$ cat config.mk
export PLATFORM = sky130hd
export DESIGN_NAME = byte_alu_subset_exec
export DESIGN_NICKNAME = d
export VERILOG_FILES = /design/src/hw/byte_alu_pkg.sv /design/src/hw/byte_alu_subset_exec.sv /design/src/hw/pointer_pair_store.sv
export VERILOG_INCLUDE_DIRS = /design/src /design/src/hw
export SDC_FILE = /design/constraint.sdc
export NUM_CORES = 1
export LEC_CHECK = 0
export BUFFER_PORTS_ARGS = -buffer_cell sky130_fd_sc_hd__buf_2
export CAP_MARGIN = 25
export CORE_MARGIN = 3
export CORE_UTILIZATION = 56
export DETAILED_ROUTE_END_ITERATION = 10
export PLACE_DENSITY = 0.8
export SETUP_SLACK_MARGIN = 0.5
export SLEW_MARGIN = 15
export SYNTH_ARGS = -nofsm -noshare
export SYNTH_HDL_FRONTEND = slang
export SYNTH_SLANG_ARGS = --single-unit
$ cat constraint.sdc
create_clock -name clk_in -period 5.2 [get_ports clk_in]
set_input_delay 0.26 -clock clk_in [delete_from_list [all_inputs] [get_ports clk_in]]
set_output_delay 0.26 -clock clk_in [all_outputs]
set_load 0.005 [all_outputs]
$ cat src/hw/byte_alu_regs.svh
// Field positions, encodings and reset values for the byte ALU subset.
// Assumes it is included by bare name from the design modules.
`ifndef BYTE_ALU_REGS_SVH
`define BYTE_ALU_REGS_SVH

// Opcode fields
`define FLD_FILE_ADDR      6:0
`define FLD_DEST           7
`define FLD_BIT_POS        9:7
`define FLD_LIT8           7:0
`define FLD_LIT6           5:0
`define FLD_PTR_SEL        6
`define FLD_LIT6_SIGN      5
`define FLD_PTR_ADD_TOP    13:7
`define PTR_ADD_PATTERN    7'h62

// Indirect access register addresses and bit positions
`define PTR0_TARGET_ADDR   7'h00
`define PTR1_TARGET_ADDR   7'h01
`define PTR_MSB            15
`define ACC_MSB            7
`define NIBBLE_CARRY_BIT   4

// Reset values
`define ACC_RESET          8'h00
`define PTR_RESET          16'h0000

`endif

$ cat src/hw/byte_alu_pkg.sv
// Types shared by the byte ALU subset and its pointer store.
// Assumes the constants header sits beside it on the include path.
package byte_alu_pkg;

   // Operation chosen by the instruction decoder, one-hot
   typedef enum logic [7:0] {
      OP_NONE                  = 8'h01,
      OP_AND_LITERAL_ACC       = 8'h02,
      OP_ADD_LITERAL_ACC       = 8'h04,
      OP_AND_ACC_FILE          = 8'h08,
      OP_ADD_ACC_FILE          = 8'h10,
      OP_ADD_ACC_FILE_CARRY_IN = 8'h20,
      OP_ARITH_SHIFT_RIGHT_FILE= 8'h40,
      OP_BIT_CLEAR_FILE        = 8'h80
   } op_sel_type;

   typedef enum logic [1:0] {
      ST_RUN   = 2'h1,
      ST_EXTRA = 2'h2
   } exec_state_type;

   // Everything one instruction commits
   typedef struct packed {
      logic        acc_we;
      logic        file_we;
      logic [6:0]  file_addr;
      logic [7:0]  data;
      logic        c_we;
      logic        dc_we;
      logic        z_we;
      logic        c;
      logic        dc;
      logic        z;
      logic        ptr_we;
      logic        ptr_sel;
      logic [15:0] ptr_val;
   } exec_result_type;

   // Pointer write request into the store
   typedef struct packed {
      logic        we;
      logic        sel;
      logic [15:0] data;
   } ptr_write_type;

endpackage

$ cat src/hw/byte_alu_subset_exec.sv
// Execution datapath for a subset of an 8-bit core's instructions:
// pointer add, AND/add with literal or file, add with carry, shift, bit clear.
// Assumes the decoder presents the opcode, the operation select and the
// addressed file register's current value in the same cycle, on clk_in.
`timescale 1ns/100ps
`include "byte_alu_regs.svh"
module byte_alu_subset_exec
(
   // Clock and reset
   input  wire logic                     clk_in,
   input  wire logic                     srst_in,
   // Instruction issue from the decoder
   input  wire logic                     issue_valid_in,
   input  wire logic [13:0]              opcode_in,
   input  wire byte_alu_pkg::op_sel_type op_in,
   input  wire logic [7:0]               file_rd_data_in,
   // Direct pointer load from the core
   input  wire logic                     ptr_load_en_in,
   input  wire logic                     ptr_load_sel_in,
   input  wire logic [15:0]              ptr_load_data_in,
   // Issue handshake
   output logic                          busy_out,
   output logic                          done_out,
   // File register write back
   output logic                          file_we_out,
   output logic [6:0]                    file_addr_out,
   output logic [7:0]                    file_data_out,
   // Architectural state
   output logic [7:0]                    acc_out,
   output logic                          carry_out,
   output logic                          nibble_overflow_bit_out,
   output logic                          zero_out,
   output logic [15:0]                   indirect_pointer_pair0_out,
   output logic [15:0]                   indirect_pointer_pair1_out
);
   import byte_alu_pkg::*;

   exec_state_type  state_r;
   exec_result_type hold_r;
   exec_result_type res_nxt;
   exec_result_type commit;
   ptr_write_type   ptr_wr;
   logic [7:0]      acc_r;
   logic            carry_r;
   logic            dc_r;
   logic            zero_r;
   logic            busy_r;
   logic            done_r;
   logic            file_we_r;
   logic [6:0]      file_addr_r;
   logic [7:0]      file_data_r;
   logic [15:0]     ptr0;
   logic [15:0]     ptr1;
   logic            accept;
   logic            is_ptr_add;
   logic            is_file_op;
   logic            stall;
   logic            do_commit;
   logic [6:0]      f_addr;
   logic            dest_file;
   logic [7:0]      opnd_b;
   logic            cin;
   logic [8:0]      sum9;
   logic [4:0]      sum5;
   logic [15:0]     lit_ext;

   assign accept     = issue_valid_in && !busy_r;
   assign f_addr     = opcode_in[`FLD_FILE_ADDR];
   assign dest_file  = opcode_in[`FLD_DEST];
   // Pointer add is recognised from the opcode itself, whatever op_in says
   assign is_ptr_add = (opcode_in[`FLD_PTR_ADD_TOP] == `PTR_ADD_PATTERN);
   // Only legal file codes count, so a stray select code never costs a stall
   assign is_file_op = !is_ptr_add && (op_in inside {OP_AND_ACC_FILE, OP_ADD_ACC_FILE,
                       OP_ADD_ACC_FILE_CARRY_IN, OP_ARITH_SHIFT_RIGHT_FILE, OP_BIT_CLEAR_FILE});

   // Extra cycle when a file op hits an indirect target whose pointer points high
   always_comb
   begin
      stall = 1'b0;
      if (is_file_op && (f_addr == `PTR0_TARGET_ADDR))
         stall = ptr0[`PTR_MSB];
      else if (is_file_op && (f_addr == `PTR1_TARGET_ADDR))
         stall = ptr1[`PTR_MSB];
   end

   // Shared adder: second operand is the literal or the file value
   assign opnd_b  = (op_in == OP_ADD_LITERAL_ACC) ? opcode_in[`FLD_LIT8] : file_rd_data_in;
   assign cin     = (op_in == OP_ADD_ACC_FILE_CARRY_IN) ? carry_r : 1'b0;
   assign sum9    = {1'b0, acc_r} + {1'b0, opnd_b} + {8'h00, cin};
   assign sum5    = {1'b0, acc_r[3:0]} + {1'b0, opnd_b[3:0]} + {4'h0, cin};
   // Signed literal, -32 to 31
   assign lit_ext = {{10{opcode_in[`FLD_LIT6_SIGN]}}, opcode_in[`FLD_LIT6]};

   // Result of the instruction being issued
   always_comb
   begin
      res_nxt           = '0;
      res_nxt.file_addr = f_addr;
      res_nxt.acc_we    = !dest_file;
      res_nxt.file_we   = dest_file;
      if (is_ptr_add)
      begin
         // No flag enables here, and the 16-bit sum drops its carry on purpose
         res_nxt.acc_we  = 1'b0;
         res_nxt.file_we = 1'b0;
         res_nxt.ptr_we  = 1'b1;
         res_nxt.ptr_sel = opcode_in[`FLD_PTR_SEL];
         res_nxt.ptr_val = (opcode_in[`FLD_PTR_SEL] ? ptr1 : ptr0) + lit_ext;
      end
      else
      begin
         unique case (op_in)
            OP_AND_LITERAL_ACC:
            begin
               res_nxt.data    = acc_r & opcode_in[`FLD_LIT8];
               res_nxt.acc_we  = 1'b1;
               res_nxt.file_we = 1'b0;
               res_nxt.z_we    = 1'b1;
            end
            OP_ADD_LITERAL_ACC:
            begin
               res_nxt.data    = sum9[7:0];
               res_nxt.acc_we  = 1'b1;
               res_nxt.file_we = 1'b0;
               res_nxt.c_we    = 1'b1;
               res_nxt.dc_we   = 1'b1;
               res_nxt.z_we    = 1'b1;
            end
            OP_AND_ACC_FILE:
            begin
               res_nxt.data = acc_r & file_rd_data_in;
               res_nxt.z_we = 1'b1;
            end
            OP_ADD_ACC_FILE, OP_ADD_ACC_FILE_CARRY_IN:
            begin
               res_nxt.data  = sum9[7:0];
               res_nxt.c_we  = 1'b1;
               res_nxt.dc_we = 1'b1;
               res_nxt.z_we  = 1'b1;
            end
            OP_ARITH_SHIFT_RIGHT_FILE:
            begin
               // Sign bit is kept, so this divides a signed byte by two
               res_nxt.data = {file_rd_data_in[`ACC_MSB], file_rd_data_in[7:1]};
               res_nxt.c_we = 1'b1;
               res_nxt.z_we = 1'b1;
            end
            OP_BIT_CLEAR_FILE:
            begin
               res_nxt.data    = file_rd_data_in
                                 & ~(8'h01 << opcode_in[`FLD_BIT_POS]);
               res_nxt.acc_we  = 1'b0;
               res_nxt.file_we = 1'b1;
            end
            default:
            begin
               // No operation: nothing is written
               res_nxt.acc_we  = 1'b0;
               res_nxt.file_we = 1'b0;
            end
         endcase
      end
      // Carry source differs for the shift; the others take the adder
      res_nxt.c  = (op_in == OP_ARITH_SHIFT_RIGHT_FILE) ? file_rd_data_in[0]
                                                        : sum9[8];
      res_nxt.dc = sum5[`NIBBLE_CARRY_BIT];
      res_nxt.z  = (res_nxt.data == 8'h00);
   end

   // Commit now, or one cycle later from the hold register
   assign do_commit = (accept && !stall) || (state_r == ST_EXTRA);
   assign commit    = (state_r == ST_EXTRA) ? hold_r : res_nxt;

   // Sequencer for the added indirect cycle
   always_ff @(posedge clk_in)
   begin
      if (srst_in)
         state_r <= ST_RUN;
      else
      begin
         unique case (state_r)
            ST_RUN:
               if (accept && stall)
                  state_r <= ST_EXTRA;
            ST_EXTRA:
               state_r <= ST_RUN;
            default:
               state_r <= ST_RUN;
         endcase
      end
   end

   // Hold the result while the extra cycle runs; no issue can disturb it
   always_ff @(posedge clk_in)
   begin
      if (srst_in)
         hold_r <= '0;
      else if (accept && stall)
         hold_r <= res_nxt;
   end

   // Handshake outputs
   always_ff @(posedge clk_in)
   begin
      if (srst_in)
      begin
         busy_r <= 1'b0;
         done_r <= 1'b0;
      end
      else
      begin
         busy_r <= accept && stall;
         done_r <= do_commit;
      end
   end

   // Accumulator
   always_ff @(posedge clk_in)
   begin
      if (srst_in)
         acc_r <= `ACC_RESET;
      else if (do_commit && commit.acc_we)
         acc_r <= commit.data;
   end

   // Status flags, each only when its enable is set
   always_ff @(posedge clk_in)
   begin
      if (srst_in)
      begin
         carry_r <= 1'b0;
         dc_r    <= 1'b0;
         zero_r  <= 1'b0;
      end
      else if (do_commit)
      begin
         if (commit.c_we)
            carry_r <= commit.c;
         if (commit.dc_we)
            dc_r <= commit.dc;
         if (commit.z_we)
            zero_r <= commit.z;
      end
   end

   // File write back, a one-cycle strobe with address and data
   always_ff @(posedge clk_in)
   begin
      if (srst_in)
      begin
         file_we_r   <= 1'b0;
         file_addr_r <= 7'h00;
         file_data_r <= 8'h00;
      end
      else
      begin
         file_we_r <= do_commit && commit.file_we;
         if (do_commit && commit.file_we)
         begin
            file_addr_r <= commit.file_addr;
            file_data_r <= commit.data;
         end
      end
   end

   // Pointer add wins over a direct load in the same cycle
   always_comb
   begin
      ptr_wr.we   = ptr_load_en_in;
      ptr_wr.sel  = ptr_load_sel_in;
      ptr_wr.data = ptr_load_data_in;
      if (do_commit && commit.ptr_we)
      begin
         ptr_wr.we   = 1'b1;
         ptr_wr.sel  = commit.ptr_sel;
         ptr_wr.data = commit.ptr_val;
      end
   end

   pointer_pair_store u_ptr_store
   (
      .clk_in   (clk_in),
      .srst_in  (srst_in),
      .wr_in    (ptr_wr),
      .ptr0_out (ptr0),
      .ptr1_out (ptr1)
   );

   assign busy_out                   = busy_r;
   assign done_out                   = done_r;
   assign file_we_out                = file_we_r;
   assign file_addr_out              = file_addr_r;
   assign file_data_out              = file_data_r;
   assign acc_out                    = acc_r;
   assign carry_out                  = carry_r;
   assign nibble_overflow_bit_out    = dc_r;
   assign zero_out                   = zero_r;
   assign indirect_pointer_pair0_out = ptr0;
   assign indirect_pointer_pair1_out = ptr1;
endmodule

$ cat src/hw/pointer_pair_store.sv
// Holds the two 16-bit indirect pointer pairs.
// Assumes one write per cycle, already arbitrated by the caller.
`timescale 1ns/100ps
`include "byte_alu_regs.svh"
module pointer_pair_store
(
   // Clock and reset
   input  wire logic                        clk_in,
   input  wire logic                        srst_in,
   // Write port
   input  wire byte_alu_pkg::ptr_write_type wr_in,
   // Registered pointer values
   output logic [15:0]                      ptr0_out,
   output logic [15:0]                      ptr1_out
);
   import byte_alu_pkg::*;

   logic [15:0] ptr_r [2];

   // One register per pointer pair
   for (genvar i = 0; i < 2; i++)
   begin : g_ptr
      always_ff @(posedge clk_in)
      begin
         if (srst_in)
            ptr_r[i] <= `PTR_RESET;
         else if (wr_in.we && (wr_in.sel == 1'(i)))
            ptr_r[i] <= wr_in.data;
      end
   end

   assign ptr0_out = ptr_r[0];
   assign ptr1_out = ptr_r[1];
endmodule

==> flow_summary.json <==
{
  "num_vias": 5604,
  "hold_buffers": 0,
  "area_delta_synth_final_pct": 14.0,
  "gp_congestion": 0.942,
  "die_area_um2": 11900,
  "antenna_found_initial": 0,
  "peakVddDrop_mv": 0.226,
  "ios": 112,
  "nets": 839,
  "hpwl_um": 12500,
  "grt_max_degree": 48,
  "clk_pin_slew_ps": 90,
  "synthCells": 668,
  "start_util": 0.576,
  "fmax_mhz": 231,
  "period_needed_ps": 4330,
  "io_buffers": 111,
  "r2r_cells": 13,
  "crit_path_max_incr_delay_ps": 840,
  "cts_buffers": 9,
  "htree_num_levels": 3,
  "num_rows": 37,
  "wirelength_um": 17500,
  "finish.utilization": 0.657,
  "crit_fanout": 10,
  "clockRootBuffer": "clkbuf_8",
  "rsz0062_at_grt": "no",
  "tritoncts": "yes",
  "maxCapViolations": 0,
  "drt_pre_antenna_iters": 5,
  "post-route-period-util": 0.832,
  "synth-seq-area-share": 0.402,
  "fin_ws_ps": 875,
  "critical_path_arrival_ps": 4590,
  "synth_seq_cells": 104,
  "power.total_mw": 1.63,
  "whs_ps": 232,
  "synth_area_um2": 5980,
  "final_cell_area_um2": 6820,
  "synth_nets": 744,
  "worst_hold_path_type": "primary input to flip-flop",
  "synth.distinct_cells": 69,
  "hold-path-cell-count": 3,
  "coreArea_um2": 10400,
  "drcViolationCount": 0,
  "finalSetupViolCount": 0,
  "place_inst": 884,
  "syn_area_per_cell_um2": 8.95,
  "post_cts_resized": 0,
  "n_antenna_cell": 0,
  "place_area_um2": 6600,
  "antenna_left": 0,
  "skew_ps": 10.9,
  "worst_path_max_delay_cell": "or4b_2",
  "p_leak_nw": 2.86,
  "synth-edff-count": 32,
  "cts_sinks": 104,
  "first_global_vias": 5262,
  "grt_overflow": 0,
  "grtUsageTotal": 0.293,
  "synth-main-ff-cell": "dfxtp_1",
  "async_reset_ff_frac": 0,
  "path_class": "primary input to flip-flop",
  "grt_pass1_wl_um": 27100,
  "route.detailed.wl_per_inst_um": 19.3,
  "dieWidth_um": 109,
  "status": "finished clean",
  "setup_tns_ps": 0,
  "worst_skew_pair.late_latency_ps": 370,
  "dp_slack_ps": 559,
  "fin_cells": 904,
  "ys_warn_count": 0,
  "slew_violations": 0,
  "fill_cells": 884,
  "cts_buffer_depth": 2,
  "worst_pin_slew_ps": 987,
  "crit_chain": "buf_2 > nor3_1 > nand2_1 > or4b_2 > mux2_2 > fa_1 > inv_1 > fa_1 > nand2b_1 > a21oi_1 > o31a_1 > or4b_2 > a21oi_1 > or4_1 > nor2_1 > a21o_1",
  "critPathRequiredTime_ps": 5460,
  "drive_above_1_share": 0.228,
  "post_cts_buffers": 0,
  "viasPerCell": 6.20,
  "power_density_nw_per_um2": 239,
  "maxSlewHeadroom": 0.340,
  "end_kind": "flip-flop",
  "critPathLaunchType": "primary input",
  "drtIter0Drc": 529,
  "die_h_um": 109,
  "hold_viol": 0
}
-- sequential cells by signal, summed over array words and instances, names as in the netlist --
| register | flops |
|---|---|
| hold_r | 41 |
| nibble_overflow_bit_out | 1 |
| carry_out | 1 |
| file_we_out | 1 |
| busy_out | 1 |
| file_data_out | 8 |
| u_ptr_store.ptr_r | 32 |
| zero_out | 1 |
| done_out | 1 |
| state_r | 2 |
| acc_out | 8 |
| file_addr_out | 7 |
-- worst max-delay path: cells and delay by family --
kind | cells | cell delay [ps]
buf+inv | 2 | 220
mux | 1 | 350
fa+ha+maj | 2 | 640
simple gates | 7 | 2340
compound gates | 4 | 800
-- cells by family after synthesis --
family | share of synthesized area
muxes | 0.0632
DFF | 0.402
xor gates and xnor gates | 0.0264
and+or+nand+nor | 0.201
AOI/OAI and AO/OA | 0.216
adders and majority gates | 0.0561
buffers and inverters | 0.0354
-- cells in the mapped netlist (3+ instances only) --
cell type | count | area share
a311oi_1 | 7 | 0.010
o32ai_1 | 3 | 0.0044
xnor2_1 | 7 | 0.010
mux2i_1 | 13 | 0.022
o2111ai_1 | 3 | 0.0044
a221oi_1 | 10 | 0.015
inv_1 | 13 | 0.0082
and2_1 | 23 | 0.024
xor2_1 | 11 | 0.016
fa_1 | 3 | 0.010
o21bai_1 | 4 | 0.0050
ha_1 | 22 | 0.046
dfxtp_1 | 72 | 0.24
o21a_1 | 4 | 0.0050
nor4_1 | 4 | 0.0042
edfxtp_1 | 32 | 0.16
a211oi_1 | 20 | 0.025
or4_1 | 3 | 0.0038
o21ai_0 | 21 | 0.018
o311ai_0 | 4 | 0.0059
o211ai_1 | 3 | 0.0038
o2bb2ai_1 | 4 | 0.0059
and3_1 | 16 | 0.017
a21o_1 | 10 | 0.013
buf_2 | 4 | 0.0033
a21boi_0 | 5 | 0.0063
a21oi_1 | 43 | 0.036
a32oi_1 | 6 | 0.0088
nand2_1 | 75 | 0.047
mux2_2 | 22 | 0.041
nor4b_1 | 3 | 0.0044
nor2_1 | 76 | 0.048
nor3_1 | 18 | 0.015
o211a_1 | 3 | 0.0050
nand2b_1 | 5 | 0.0052
o21ai_1 | 3 | 0.0025
clkbuf_1 | 31 | 0.019
nand3_1 | 16 | 0.013
a221o_1 | 6 | 0.010
a31oi_1 | 4 | 0.0042
-- final timing paths --
path | endpoint | slack, ps | from
setup / recovery | hold_r[18] | 870 | op_in[1]
setup reg to reg | zero_out | 1640 | carry_out
hold reg to reg | hold_r[40] | 460 | hold_r[40]
hold / removal | u_ptr_store.ptr_r[1][1] | 230 | ptr_load_data_in[1]
-- layout make-up --
type	count	area [um2]	area share
Clock buffer	11	145	0.0213
Clock inverter	5	32.5	0.00477
Inverter	15	56.3	0.00826
Multi-Input combinational cell	512	3370	0.494
Sequential cell	104	2400	0.352
Tap cell	136	170	0.0250
Timing Repair Buffer	121	639	0.0938
-- cell usage in the layout, fill, tap and decap left out, types with 16 or more instances in the layout --
cell type / count
buf_2: 111
nor2_1: 76
nand2_1: 75
dfxtp_1: 72
a21oi_1: 43
edfxtp_1: 32
and2_1: 23
mux2_2: 22
ha_1: 22
o21ai_0: 21
a211oi_1: 20
nor3_1: 18
nand3_1: 16
and3_1: 16
-- per-layer routing --
metal,share of wire,GRT usage,up-vias
met4,0.019,0.0944,0
met2,0.45,0.453,286
met3,0.093,0.0505,41
li1,-,-,2663
met1,0.44,0.419,2614
met5,0,0,-
-- power breakdown --
group | total (mW) | leakage, nW | switching (mW) | internal [mW]
clock network | 0.464 | 0.0965 | 0.272 | 0.192
logic | 0.296 | 1.85 | 0.174 | 0.122
registers | 0.872 | 0.906 | 0.0119 | 0.860
total | 1.63 | 2.86 | 0.458 | 1.17
Note: power is estimated with default switching activity, not from simulation.
